**config.mk**
```make
export PLATFORM = sky130hd
export DESIGN_NAME = baud_frame_config
export DESIGN_NICKNAME = d
export VERILOG_FILES = /design/src/logic/baud_frame_pkg.sv /design/src/logic/baud_tick_gen.sv /design/src/logic/baud_frame_config.sv
export SDC_FILE = /design/constraint.sdc
export NUM_CORES = 1
export LEC_CHECK = 0
export BUFFER_PORTS_ARGS = -buffer_cell sky130_fd_sc_hd__buf_2
export CORE_MARGIN = 10
export CORE_UTILIZATION = 35
export CTS_CLUSTER_SIZE = 8
export DETAILED_ROUTE_END_ITERATION = 10
export PLACE_DENSITY = 0.57
export RECOVER_POWER = 25
export SYNTH_ARGS = -nofsm -noshare
export SYNTH_HDL_FRONTEND = slang
export SYNTH_SLANG_ARGS = --single-unit
```
**constraint.sdc**
```tcl
create_clock -name clk_sys -period 3.2 [get_ports clk_sys]
set_input_delay 0.48 -clock clk_sys [delete_from_list [all_inputs] [get_ports clk_sys]]
set_output_delay 0.48 -clock clk_sys [all_outputs]
set_load 0.05 [all_outputs]
```
**src/logic/baud_frame_pkg.sv**
```systemverilog
/*
  Holds the register map, field positions, reset values and shared types of the
  serial port baud and frame configuration block.
  Assumes a byte-wide register port with byte offsets.
*/
package baud_frame_pkg;

  localparam int          DIVISOR_W        = 13;
  localparam int          OVERSAMPLE       = 16;
  localparam int          DIV_HIGH_W       = 5;

  localparam logic [7:0]  OFS_DIV_HIGH     = 8'h40;
  localparam logic [7:0]  OFS_DIV_LOW      = 8'h41;
  localparam logic [7:0]  OFS_FRAME_CTRL   = 8'h42;

  localparam logic [7:0]  DIV_HIGH_RESET   = 8'h00;
  localparam logic [7:0]  DIV_LOW_RESET    = 8'h04;
  localparam logic [7:0]  FRAME_CTRL_RESET = 8'h00;

  // High divisor register fields
  localparam int          HI_BREAK_IE_BIT  = 7;
  localparam int          HI_EDGE_IE_BIT   = 6;
  localparam logic [7:0]  HI_WRITE_MASK    = 8'hDF;

  // Frame control fields
  localparam int          FC_LOOP_BIT      = 7;
  localparam int          FC_RECEIVE_SOURCE_SELECT_BIT      = 5;
  localparam int          FC_NINE_BIT      = 4;
  localparam int          FC_IDLE_BIT      = 2;
  localparam int          FC_PAR_ON_BIT    = 1;
  localparam int          FC_PAR_ODD_BIT   = 0;
  localparam logic [7:0]  FC_WRITE_MASK    = 8'hB7;

  localparam logic [3:0]  FRAME_BITS_EIGHT = 4'hA;
  localparam logic [3:0]  FRAME_BITS_NINE  = 4'hB;

  typedef enum logic [1:0] {
    LINK_NORMAL      = 2'b00,
    LINK_LOOPBACK    = 2'b01,
    LINK_SINGLE_WIRE = 2'b10
  } link_mode_e;

  typedef struct packed {
    logic       nine_bit_frame;
    logic       idle_count_after_stop;
    logic       parity_on;
    logic       parity_odd_select;
    logic [3:0] frame_bits;
  } frame_cfg_s;

endpackage : baud_frame_pkg

```
**src/logic/baud_tick_gen.sv**
```systemverilog
/*
  Modulo divider that makes the oversampling tick and the bit-rate tick.
  Assumes one system clock; the divisor and enable are steady registers.
*/
`timescale 1ns/1ns
module baud_tick_gen
  import baud_frame_pkg::*;
#(
  parameter int DIV_W = DIVISOR_W,
  parameter int OVS   = OVERSAMPLE
) (
  input  wire logic             clk_sys,     // System clock
  input  wire logic             resetn,      // Asynchronous reset, active low
  input  wire logic             enable,      // Generator allowed to run
  input  wire logic [DIV_W-1:0] divisor,     // Working divisor
  output logic                  sample_tick, // One pulse per oversample period
  output logic                  bit_tick     // One pulse per bit time
);

  localparam int OVS_W = $clog2(OVS);

  logic [DIV_W-1:0] cnt_q;
  logic [DIV_W-1:0] div_last_q;
  logic [OVS_W-1:0] ovs_q;
  logic             run;
  logic             wrap;

  assign run  = enable && (divisor != '0);
  assign wrap = (cnt_q == divisor - DIV_W'(1));

  always_ff @(posedge clk_sys or negedge resetn) begin
    if (!resetn) begin
      div_last_q <= '0;
    end else begin
      div_last_q <= divisor;
    end
  end

  // Counter clears when stopped or when the divisor changes
  always_ff @(posedge clk_sys or negedge resetn) begin
    if (!resetn) begin
      cnt_q <= '0;
    end else if (!run || (div_last_q != divisor)) begin
      cnt_q <= '0;
    end else if (wrap) begin
      cnt_q <= '0;
    end else begin
      cnt_q <= cnt_q + DIV_W'(1);
    end
  end

  always_ff @(posedge clk_sys or negedge resetn) begin
    if (!resetn) begin
      ovs_q       <= '0;
      sample_tick <= 1'b0;
      bit_tick    <= 1'b0;
    end else if (!run || (div_last_q != divisor)) begin
      ovs_q       <= '0;
      sample_tick <= 1'b0;
      bit_tick    <= 1'b0;
    end else begin
      sample_tick <= wrap;
      bit_tick    <= wrap && (ovs_q == OVS_W'(OVS - 1));
      if (wrap) begin
        ovs_q <= ovs_q + OVS_W'(1);
      end
    end
  end

endmodule : baud_tick_gen

```
**src/logic/baud_frame_config.sv**
```systemverilog
/*
  Baud divisor, frame format, parity and pin routing of an asynchronous serial
  port, reached over a byte-wide register port.
  Assumes the transmit and receive shifters, the second control register and
  the break and edge flags live outside; all inputs are synchronous to clk_sys.
*/
`timescale 1ns/1ns
// Summary of operation
// - Divisor high write is buffered; becomes working value when low part written.
// - Generator stays off after reset until receiver or transmitter enabled.
// - Divisor zero stops the baud generator completely.
// - Divisor 1 to 8191 gives bit rate of clock over sixteen times divisor.
// - High register bit 7 enables break-detect interrupt request.
// - High register bit 6 enables receive-edge interrupt request.
// - Loop select clear: full duplex on separate receive and transmit pins.
// - Loop select set: receiver fed internally or from transmit pin, receive pin unused.
// - Receive-source select is ignored unless loop select is set.
// - Loop set, source clear: internal loop-back, receive pin unused.
// - Loop and source set: single wire, transmit pin feeds receiver too.
// - Length select clear: start, eight data bits LSB first, stop.
// - Length select set: start, eight data bits, ninth bit, stop.
// - Idle count of 10 or 11 bits starts after start or stop bit.
// - Parity enable: hardware makes and checks parity in the top data bit.
// - Parity type clear is even, set is odd, counted over all ones.
// - Transmitter enable drives the transmit pin as an output.
// - In single wire, direction bit decides drive or receive on transmit line.
module baud_frame_config
  import baud_frame_pkg::*;
(
  input  wire logic             clk_sys,          // System clock, 100 MHz
  input  wire logic             resetn,           // Asynchronous reset, active low
  input  wire logic [7:0]       reg_addr,         // Register byte offset
  input  wire logic             reg_wr,           // Write strobe
  input  wire logic             reg_rd,           // Read strobe
  input  wire logic [7:0]       reg_wdata,        // Write data
  output logic      [7:0]       reg_rdata,        // Read data, valid after reg_rd
  output logic                  reg_hit_q,        // Last access hit a mapped offset
  input  wire logic             tx_on,            // Transmitter enable
  input  wire logic             rx_on,            // Receiver enable
  input  wire logic             single_wire_tx_direction, // Single wire drives line
  input  wire logic             break_detect_flag, // Break detected
  input  wire logic             rx_edge_flag,     // Receive pin active edge seen
  output logic                  break_irq,        // Break interrupt request
  output logic                  rx_edge_irq,      // Edge interrupt request
  output logic                  sample_tick,      // Oversampling tick
  output logic                  bit_tick,         // Bit-rate tick
  output logic                  baud_running,     // Generator active
  input  wire logic             tx_serial,        // Transmitter shifter output
  output logic                  rx_serial,        // Receiver shifter input
  input  wire logic             rxd_pin_in,       // Receive pin level
  output logic                  rxd_pin_used,     // Receive pin owned by the port
  input  wire logic             txd_pin_in,       // Transmit pin level
  output logic                  txd_pin_out,      // Transmit pin drive value
  output logic                  txd_pin_oe,       // Transmit pin drive enable
  output link_mode_e            link_mode,        // Current routing mode
  output frame_cfg_s            frame_cfg,        // Frame format to the shifters
  input  wire logic [8:0]       tx_char_in,       // Character from transmit side
  input  wire logic             tx_char_load,     // Load strobe for tx_char_in
  output logic      [8:0]       tx_char_q,        // Character with parity inserted
  input  wire logic [8:0]       rx_char_in,       // Character from receive side
  input  wire logic             rx_char_valid,    // Strobe for rx_char_in
  output logic                  rx_parity_err_q   // Parity error of last character
);

  logic [7:0]           div_high_buf_q;
  logic [DIV_HIGH_W-1:0] div_high_work_q;
  logic [7:0]           div_low_q;
  logic [7:0]           frame_ctrl_q;
  logic                 baud_armed_q;
  logic [DIVISOR_W-1:0] baud_divisor;
  logic                 wr_high;
  logic                 wr_low;
  logic                 wr_frame;
  logic                 loop_sel;
  logic                 receive_source_select_sel;
  logic                 nine_sel;
  logic                 par_on;
  logic                 par_odd;
  logic                 tx_par;
  logic                 rx_ones;

  assign wr_high  = reg_wr && (reg_addr == OFS_DIV_HIGH);
  assign wr_low   = reg_wr && (reg_addr == OFS_DIV_LOW);
  assign wr_frame = reg_wr && (reg_addr == OFS_FRAME_CTRL);

  // High half waits in a buffer until the low half arrives
  always_ff @(posedge clk_sys or negedge resetn) begin
    if (!resetn) begin
      div_high_buf_q <= DIV_HIGH_RESET;
    end else if (wr_high) begin
      div_high_buf_q <= reg_wdata & HI_WRITE_MASK;
    end
  end

  always_ff @(posedge clk_sys or negedge resetn) begin
    if (!resetn) begin
      div_high_work_q <= DIV_HIGH_RESET[DIV_HIGH_W-1:0];
      div_low_q       <= DIV_LOW_RESET;
    end else if (wr_low) begin
      div_high_work_q <= div_high_buf_q[DIV_HIGH_W-1:0];
      div_low_q       <= reg_wdata;
    end
  end

  always_ff @(posedge clk_sys or negedge resetn) begin
    if (!resetn) begin
      frame_ctrl_q <= FRAME_CTRL_RESET;
    end else if (wr_frame) begin
      frame_ctrl_q <= reg_wdata & FC_WRITE_MASK;
    end
  end

  // Arms once either direction is enabled, then stays armed
  always_ff @(posedge clk_sys or negedge resetn) begin
    if (!resetn) begin
      baud_armed_q <= 1'b0;
    end else if (tx_on || rx_on) begin
      baud_armed_q <= 1'b1;
    end
  end

  assign baud_divisor = {div_high_work_q, div_low_q};
  assign baud_running = baud_armed_q && (baud_divisor != '0);

  baud_tick_gen #(
    .DIV_W (DIVISOR_W),
    .OVS   (OVERSAMPLE)
  ) u_baud (
    .clk_sys     (clk_sys),
    .resetn      (resetn),
    .enable      (baud_armed_q),
    .divisor     (baud_divisor),
    .sample_tick (sample_tick),
    .bit_tick    (bit_tick)
  );

  always_ff @(posedge clk_sys or negedge resetn) begin
    if (!resetn) begin
      reg_rdata <= 8'h00;
      reg_hit_q <= 1'b0;
    end else if (reg_rd) begin
      reg_hit_q <= 1'b1;
      unique case (reg_addr)
        OFS_DIV_HIGH:   reg_rdata <= div_high_buf_q & HI_WRITE_MASK;
        OFS_DIV_LOW:    reg_rdata <= div_low_q;
        OFS_FRAME_CTRL: reg_rdata <= frame_ctrl_q;
        default: begin
          reg_rdata <= 8'h00;
          reg_hit_q <= 1'b0;
        end
      endcase
    end else if (reg_wr) begin
      reg_hit_q <= (reg_addr == OFS_DIV_HIGH) || (reg_addr == OFS_DIV_LOW) ||
                   (reg_addr == OFS_FRAME_CTRL);
    end
  end

  assign break_irq   = break_detect_flag && div_high_buf_q[HI_BREAK_IE_BIT];
  assign rx_edge_irq = rx_edge_flag && div_high_buf_q[HI_EDGE_IE_BIT];

  assign loop_sel = frame_ctrl_q[FC_LOOP_BIT];
  assign receive_source_select_sel = frame_ctrl_q[FC_RECEIVE_SOURCE_SELECT_BIT];
  assign nine_sel = frame_ctrl_q[FC_NINE_BIT];
  assign par_on   = frame_ctrl_q[FC_PAR_ON_BIT];
  assign par_odd  = frame_ctrl_q[FC_PAR_ODD_BIT];

  always_comb begin
    if (!loop_sel) begin
      link_mode = LINK_NORMAL;
    end else if (!receive_source_select_sel) begin
      link_mode = LINK_LOOPBACK;
    end else begin
      link_mode = LINK_SINGLE_WIRE;
    end
  end

  always_comb begin
    unique case (link_mode)
      LINK_NORMAL: begin
        rx_serial   = rxd_pin_in;
        txd_pin_oe  = tx_on;
      end
      LINK_LOOPBACK: begin
        rx_serial   = tx_serial;
        txd_pin_oe  = tx_on;
      end
      LINK_SINGLE_WIRE: begin
        rx_serial   = (tx_on && single_wire_tx_direction) ? tx_serial
                                                          : txd_pin_in;
        txd_pin_oe  = tx_on && single_wire_tx_direction;
      end
      default: begin
        rx_serial   = 1'b1;
        txd_pin_oe  = 1'b0;
      end
    endcase
  end

  assign txd_pin_out  = tx_serial;
  assign rxd_pin_used = rx_on && !loop_sel;

  always_comb begin
    frame_cfg.nine_bit_frame        = nine_sel;
    frame_cfg.idle_count_after_stop = frame_ctrl_q[FC_IDLE_BIT];
    frame_cfg.parity_on             = par_on;
    frame_cfg.parity_odd_select     = par_odd;
    frame_cfg.frame_bits            = nine_sel ? FRAME_BITS_NINE : FRAME_BITS_EIGHT;
  end

  // Parity bit makes the total count of ones even, or odd when selected
  assign tx_par  = nine_sel ? ((^tx_char_in[7:0]) ^ par_odd)
                            : ((^tx_char_in[6:0]) ^ par_odd);
  assign rx_ones = nine_sel ? (^rx_char_in[8:0]) : (^rx_char_in[7:0]);

  always_ff @(posedge clk_sys or negedge resetn) begin
    if (!resetn) begin
      tx_char_q <= 9'h000;
    end else if (tx_char_load) begin
      tx_char_q <= tx_char_in;
      if (par_on && nine_sel) begin
        tx_char_q[8] <= tx_par;
      end else if (par_on) begin
        tx_char_q[7] <= tx_par;
      end
    end
  end

  always_ff @(posedge clk_sys or negedge resetn) begin
    if (!resetn) begin
      rx_parity_err_q <= 1'b0;
    end else if (rx_char_valid) begin
      rx_parity_err_q <= par_on && (rx_ones != par_odd);
    end
  end

endmodule : baud_frame_config

```
## After elaboration in Yosys (flattened, before gate mapping)

Cells that the tools add are included.

- Output and inout port bits: 38
- Bits of input ports: 48
- Word-level logic and storage cells: 76
- Register bits: 78

- Mux-type cells: 21
- Bitwise gates (word level): 2
- $add $sub $neg: 3
- Reductions and logical operators: 27
- Equal/unequal tests: 9

Operators with widths:

| kind | count |
|---|---|
| 2-to-1 mux 13 bit | 2 |
| equality test 8 x 7 -> 1 bit (second input constant) | 3 |
| one-hot mux 8 bit (3 select lines) | 1 |
| XOR reduction 8 bit | 2 |
| adder 13 x 1 -> 13 bit (second input constant) | 1 |
| equality test 13 bit | 1 |
| inequality test 13 bit | 1 |
| nonzero test 13 bit | 1 |
| subtractor 13 x 1 -> 13 bit (second input constant) | 1 |
| 2-to-1 mux 1 bit | 12 |
| logical AND 1 bit | 11 |
| XOR reduction 9 bit | 1 |
| 2-to-1 mux 4 bit | 2 |
| XOR reduction 7 bit | 1 |
| adder 4 x 1 -> 4 bit (second input constant) | 1 |
| equality test 4 bit (second input constant) | 1 |
| logical OR 1 bit | 4 |
| 2-to-1 mux 2 bit | 2 |
| nonzero test 2 bit | 2 |
| one-hot mux 1 bit (3 select lines) | 1 |
| OR reduction 3 bit | 1 |
| equality test 2 x 1 -> 1 bit (second input constant) | 1 |
| equality test 2 bit (second input constant) | 1 |
| zero test 1 bit | 2 |
| other kinds (5) | 6 |

## Depth between registers and ports, before layout

Gate-level depths: netlist of run 1.

- Depth in word-level cells: 5
- Depth in mapped cells: 10
- Depth with buffers taken out: 8

## By module

Synthesis of run 1 repeated with hierarchy kept, for this count alone.

- Cell total of the unflattened synthesis: 373
- Area, all modules: 4,179.0 µm²

Modules (own cells, without submodules):

| module | cells each | instances | area an instance (µm²) |
|---|---|---|---|
| baud_frame_config | 195 | 1 | 2,358.5 |
| baud_tick_gen | 178 | 1 | 1,820.5 |

## Worst setup path after synthesis of run 1

OpenSTA, ideal clock, no wires.

- Path kind: register to register
- From: register div_low_q[0]
- To: register u_baud.ovs_q[3]
- Path slack: 738 ps
- Arrival: 2,380 ps
- Cell stages (with the launch flop): 10
- Path buffers: 1
- Clock period less this slack: 2,462 ps
- Cells stage by stage: dfrtp_1 > inv_1 > ha_1 > nor3b_1 > and3_1 > a21oi_1 > or3_1 > clkbuf_2 > or4_1 > a21oi_1

- Cells in the longest elaborated chain, start to end: 5
- Elaborated cells on any way between the ends: 9
- Those cells by class: 1 x add/sub; 2 x eq/ne; 1 x mux; 5 x reduce/logical

Ends and longest elaborated chain:

| item | line | source |
|---|---|---|
| from (decl) | baud_frame_config.sv:67 | `logic [7:0] div_low_q;` |
| from (signal assigned) | baud_frame_config.sv:101 | `div_low_q <= reg_wdata;` |
| parallel branches: the longest is 5 deep, another holds subtractor 13 x 1 -> 13 bit | - |  |
| to (signal assigned) | baud_tick_gen.sv:65 | `ovs_q <= ovs_q + OVS_W'(1);` |
| to (decl) | baud_tick_gen.sv:24 | `logic [OVS_W-1:0] ovs_q;` |

Several ways; the timed one is not identified.
A chain may end at the register's enable or synchronous reset.

## Worst setup path after layout of run 1

Ends and elaborated chain as after synthesis.

==> impl_metrics.json, run 1 <==
{
  "vias": 2853,
  "chipHeight_um": 127,
  "internal_power_mw": 1.79,
  "async_reset_ff_share_pct": 100,
  "clock_latency_ps": 340,
  "cts_root_buffer": "clkbuf_16",
  "arrival_ps": 2990,
  "htreeDepth": 3,
  "setup_viol_count_final": 0,
  "status": "finished with violations",
  "placeableCoreArea_um2": 11400,
  "syn_area_um2": 4040,
  "power.leakage_nw": 2.30,
  "synth_top_area_share_pct": 47.8,
  "diodes": 0,
  "port_buffers": 82,
  "synthCells": 372,
  "grt_usage_pct": 11.6,
  "numCtsBuffers": 9,
  "holdWs_ps": 328,
  "ctsResizeCount": 0,
  "critPathCaptureType": "flop",
  "rsz0062_at_grt": "false",
  "period_share_pct": 85.7,
  "numClockSinks": 78,
  "max_slew_margin_pct": -26.0,
  "grt_max_degree": 79,
  "fin_skew_ps": 10.2,
  "clk_pin_slew_ps": 60,
  "filler_cell_count": 1091,
  "cp-start-kind": "flop",
  "die_w_um": 127,
  "p_comb_share_pct": 15.5,
  "drive_gt1_share_pct": 30.4,
  "worstMarginPinSlew_ps": 1890,
  "ir_worst_vdd_mv": 0.430,
  "cts_buffer_depth": 2,
  "hold_buffers": 0,
  "maxCapViolCount": 1,
  "hpwl_um": 6960,
  "core.rowCount": 39,
  "netlist_top_cells_area": "dfrtp_1 48%, mux2_2 9.2%, xnor2_1 7.2%, xor2_1 5.0%, nor2_1 2.8%",
  "synth_top_area_cell": "dfrtp_1",
  "wl_per_cell_um": 15.8,
  "p_clk_share_pct": 41.7,
  "drt_iter0_markers": 203,
  "crit_type": "flop to flop",
  "wirelength_um": 9310,
  "clock.fmax_ghz": 0.365,
  "postRouteAntennaNets": 0,
  "p_sw_share_pct": 27.9,
  "start_util_pct": 35.5,
  "p_seq_share_pct": 42.8,
  "overflow": 0,
  "hold_class": "primary input to flop",
  "grt_pass1_wl_um": 15400,
  "cts_tree": "done",
  "layout_min_cycle_time_ps": 2740,
  "gp_congestion": 0.787,
  "fin_nets": 494,
  "finalHoldViolCount": 0,
  "violations": "capacitance limit, slew limit",
  "cp_max_fo": 9,
  "setup_tns_ps": 0,
  "fin_area_um2": 4800,
  "syn_avg_cell_area_um2": 10.8,
  "area_growth_pct": 18.9,
  "p_sw_mw": 0.693,
  "ys_ff_latch": 78,
  "synth_top_flop_cell": "dfrtp_1",
  "synth_edf_count": 0,
  "route.detailed.drc": 0,
  "viasPerCell": 4.83,
  "ys_warn_count": 0,
  "synth_seq_area_share_pct": 48.4,
  "postCtsSetupBuffers": 0,
  "firstDrtPassIters": 4,
  "synth_cell_type_count": 53,
  "cp_data_required_time_ps": 3450,
  "ioPinCount": 86,
  "place_area_um2": 4500,
  "timing.reg2reg.setup_slack_ps": 460,
  "slew_viol_final": 79,
  "die-area_um2": 16200,
  "p_per_area_nw_per_um2": 517,
  "total_power_mw": 2.48,
  "grt_pass1_vias": 3102,
  "antenna_found_initial": 0
}
placed cells by master, fill, tap and decap left out, types with 8 or more instances in the layout:
cell type	Yosys	routed
inv_1	15	15
xor2_1	23	23
nor2_1	30	30
mux2i_1	11	11
nand2_1	12	12
o22ai_1	8	8
nand3_1	18	18
mux2_2	33	33
dfrtp_1	77	77
a21oi_1	13	13
buf_2	2	80
xnor2_1	33	33
clkbuf_16	0	9
synthesized netlist by cell type, types with 3 or more instances:
library cell  count
dfrtp_1          77
mux2_2           33
xnor2_1          33
nor2_1           30
xor2_1           23
nand3_1          18
inv_1            15
a21oi_1          13
nand2_1          12
buf_4            11
mux2i_1          11
clkbuf_1          8
o22ai_1           8
and3_1            6
o21ai_0           6
nor2b_1           5
or3_1             5
nand2b_1          4
and2_1            3
ha_1              3
nor3_1            3
o31ai_1           3
layer usage:
| layer | vias to the layer above | wire length [µm] | global-route usage, % |
|---|---|---|---|
| li1 | 1410 | - | - |
| met1 | 1364 | 4090 | 13.7 |
| met2 | 71 | 4460 | 18.9 |
| met3 | 8 | 664 | 5.13 |
| met4 | 0 | 95 | 3.28 |
| met5 | - | 0 | 0 |
per-stage QoR:
step / setup slack [ps] / util, % / instances
after global routing: 261 / 42.2 / 591
after global placement: 611 / 39.6 / 575
after CTS: 478 / 42.2 / 591
after detailed placement: 502 / 39.6 / 575
final: 458 / 42.2 / 591
after floorplan: 738 / - / 373
power groups by stage:
stage	Sequential (mW)	Combinational [mW]	Clock, mW
finish	1.06	0.385	1.03
global route	1.07	0.426	1.10
CTS	1.06	0.391	1.06
detailed placement	1.08	0.390	0
global placement	1.08	0.385	0
floorplan	1.11	0.249	0
sequential cells by signal, indices dropped and copies added, names as in the netlist:
register            cells
u_baud.ovs_q            4
div_low_q               8
u_baud.sample_tick      1
div_high_work_q         5
u_baud.bit_tick         1
reg_hit_q               1
baud_armed_q            1
tx_char_q               9
frame_ctrl_q            6
div_high_buf_q          7
rx_parity_err_q         1
reg_rdata               8
u_baud.div_last_q      13
u_baud.cnt_q           13
path summary, 6_finish.rpt:
path	cells past startpoint	start	endpoint
setup reg to reg	8	div_low_q[0]	u_baud.ovs_q[3]
setup / recovery	8	div_low_q[0]	u_baud.ovs_q[3]
min in group asynchronous	1	resetn	u_baud.cnt_q[7]
hold reg to reg	2	reg_hit_q	reg_hit_q
hold / removal	2	rx_char_valid	rx_parity_err_q
max in group asynchronous	1	resetn	u_baud.sample_tick
logic make-up (layout without fill, tap and decap cells):
group                    count (synthesis)  in the layout  share of synthesized area [%]
AO/OA/AOI/OAI                           43             43                           6.76
buffers and inverters                   40            115                           5.05
other                                    2              3                          0.186
flip-flops                              78             78                           48.4
XOR/XNOR                                57             57                           12.7
multiplexers                            44             44                           11.9
AND/OR/NAND/NOR                        105            105                           14.0
adder cells (fa/ha/maj)                  3              3                          0.930
cell type report:
class / instances / area (µm²) / area share [%]
flip-flops and latches: 78 / 1950 / 40.7
repair buffers: 84 / 424 / 8.84
inverters: 15 / 56.3 / 1.17
clock buffers: 11 / 243 / 5.06
multi-input cells: 255 / 1880 / 39.2
clock inverters: 5 / 58.8 / 1.23
well taps: 143 / 179 / 3.73
worst max-delay path: stages, from the launching register on:
cell and delay, ps:
dfrtp_1 470, inv_1 100, ha_1 220, nor3b_1 400, nand3_1 160, xnor2_1 170, or3_1 470, or4_1 500
a21oi_1 170
Power figures use the tool's default switching activity.
==> run 2: changes to the inputs <==
--- a/config.mk
+++ b/config.mk
@@ -10,7 +10,7 @@
 export CORE_UTILIZATION = 35
 export CTS_CLUSTER_SIZE = 8
 export DETAILED_ROUTE_END_ITERATION = 10
-export PLACE_DENSITY = 0.57
+export PLACE_DENSITY = 0.55
 export RECOVER_POWER = 25
 export SYNTH_ARGS = -nofsm -noshare
 export SYNTH_HDL_FRONTEND = slang
==> run 2 against run 1 <==
  * The flow still finishes with violations (capacitance limit, slew limit)
  * Core utilization decreased by 0.22 points
  * Worst setup slack better by 46 ps
  * Sequential power barely moved
  * Fmax is 1.7% higher
  * Critical endpoint unchanged
  * Clock skew decreased by 4.9 ps
  * Critical path depth unchanged
  * Design area is 0.52% lower
  * Largest power group unchanged
  * Final cell count stayed put
  * Clock-buffer cell count fell by 1
  * Die area did not move
  * Power fell by 3.6%
  * First-iteration DRC count down 20%
==> impl_metrics.json, run 2 (same netlist as run 1, synthesis figures left out) <==
{
  "final_cell_mix": "80 x buf_2, 77 x dfrtp_1, 33 x xnor2_1, 33 x mux2_2, 30 x nor2_1",
  "power.leakage_nw": 2.29,
  "drt_iter0_markers": 163,
  "clk_pin_slew_ps": 60,
  "grt_pass1_wl_um": 15200,
  "critPathCaptureType": "flop",
  "gp_congestion": 0.737,
  "numCtsBuffers": 9,
  "path_depth": 8,
  "max_stage_delay_ps": 500,
  "die-area_um2": 16200,
  "total_power_mw": 2.39,
  "firstDrtPassIters": 4,
  "diodes": 0,
  "p_per_area_nw_per_um2": 501,
  "cts_tree": "done",
  "route.detailed.drc": 0,
  "filler_cell_count": 1121,
  "port_buffers": 82,
  "cts_buffer_depth": 2,
  "clock.fmax_ghz": 0.371,
  "viasPerCell": 4.81,
  "wirelength_um": 9240,
  "finalHoldViolCount": 0,
  "reg2reg_to": "u_baud.ovs_q[3]",
  "hpwl_um": 6980,
  "critPathTopFamily": "simple AND/OR/NAND/NOR gates",
  "wl_per_cell_um": 15.6,
  "numClockSinks": 78,
  "regToRegStartpoint": "div_low_q[0]",
  "overflow": 0,
  "htreeDepth": 3,
  "hold_class": "primary input to flop",
  "ir_worst_vdd_mv": 0.273,
  "postCtsSetupBuffers": 0,
  "setup_tns_ps": 0,
  "cp_slowest_cell": "or3_1",
  "ioPinCount": 86,
  "critPathBufInv": 1,
  "layout_commonest_cell": "buf_2",
  "setup_viol_count_final": 0,
  "max_slew_margin_pct": -31.2,
  "violations": "capacitance limit, slew limit",
  "top_regs": "u_baud.cnt_q: 13 flops, u_baud.div_last_q: 13 flops, tx_char_q: 9 flops",
  "grt_usage_pct": 11.5,
  "cp_max_fo": 9,
  "layout_min_cycle_time_ps": 2700,
  "drive_gt1_share_pct": 30.4,
  "start_util_pct": 35.5,
  "grt_pass1_vias": 2970,
  "chipHeight_um": 127,
  "cp-start-kind": "flop",
  "slew_viol_final": 79,
  "vias": 2844,
  "placeableCoreArea_um2": 11400,
  "cts_root_buffer": "clkbuf_16",
  "crit_type": "flop to flop",
  "die_w_um": 127,
  "core.rowCount": 39,
  "endpoint": "u_baud.ovs_q[3]",
  "multi_input_area_um2": 1880,
  "r2r_cells": 8,
  "maxCapViolCount": 1,
  "timing.reg2reg.setup_slack_ps": 500,
  "crit_top_cell": "a21oi_1",
  "worstMarginPinSlew_ps": 1970,
  "critPathLaunch": "div_low_q[0]",
  "fin_nets": 494,
  "hold_buffers": 0,
  "fin_skew_ps": 5.24,
  "arrival_ps": 2950,
  "regArea_um2": 1950,
  "period_share_pct": 84.2,
  "holdWs_ps": 329,
  "status": "finished with violations",
  "clock_latency_ps": 330,
  "postRouteAntennaNets": 0,
  "rsz0062_at_grt": "false",
  "ctsResizeCount": 0,
  "crit_chain": "inv_1 > ha_1 > nor3b_1 > and3_1 > a21oi_1 > or3_1 > or4_1 > a21oi_1",
  "grt_max_degree": 79,
  "area_growth_pct": 18.2,
  "antenna_found_initial": 0,
  "cp_data_required_time_ps": 3450
}
## run 2: cell type report
type	instances	share of cell area (%)
Clock buffer	10	4.80
Clock inverter	6	0.997
Inverter	15	1.18
Multi-Input combinational cell	255	39.4
Sequential cell	78	40.9
Tap cell	143	3.75
Timing Repair Buffer	84	8.89
## run 2: worst min-delay path by stage
stage	startpoint	to	slack, ps	cells past startpoint
6_report	rx_char_valid	rx_parity_err_q	330	2
2_1_floorplan	resetn	baud_armed_q	180	0
3_5_place_dp	tx_char_q[1]	tx_char_q[1]	490	1
3_3_place_gp	reg_hit_q	reg_hit_q	470	2
4_1_cts	rx_char_valid	rx_parity_err_q	320	2
5_1_grt	rx_char_valid	rx_parity_err_q	320	2
## run 2: metrics by stage
step                      instances  worst slack [ps]  cell area, µm²  utilization [%]
after floorplan                 373               738            4040                -
after global routing            591               275            4770             42.0
after detailed placement        575               536            4500             39.6
after global placement          575               613            4500             39.6
final                           591               504            4770             42.0
after CTS                       591               516            4770             42.0
## run 2: where the power goes
group | switching, mW | internal, mW | total, mW
clock network | 0.414 | 0.530 | 0.945
registers | 0.0420 | 1.02 | 1.06
logic | 0.241 | 0.141 | 0.383
## run 2: routing by layer
layer	track usage [%]	part of all wire (%)	up-vias
li1	-	-	1403
met1	14.9	47	1375
met2	17.6	47	54
met3	3.52	5.0	12
met4	4.42	1.3	0
met5	0	0	-
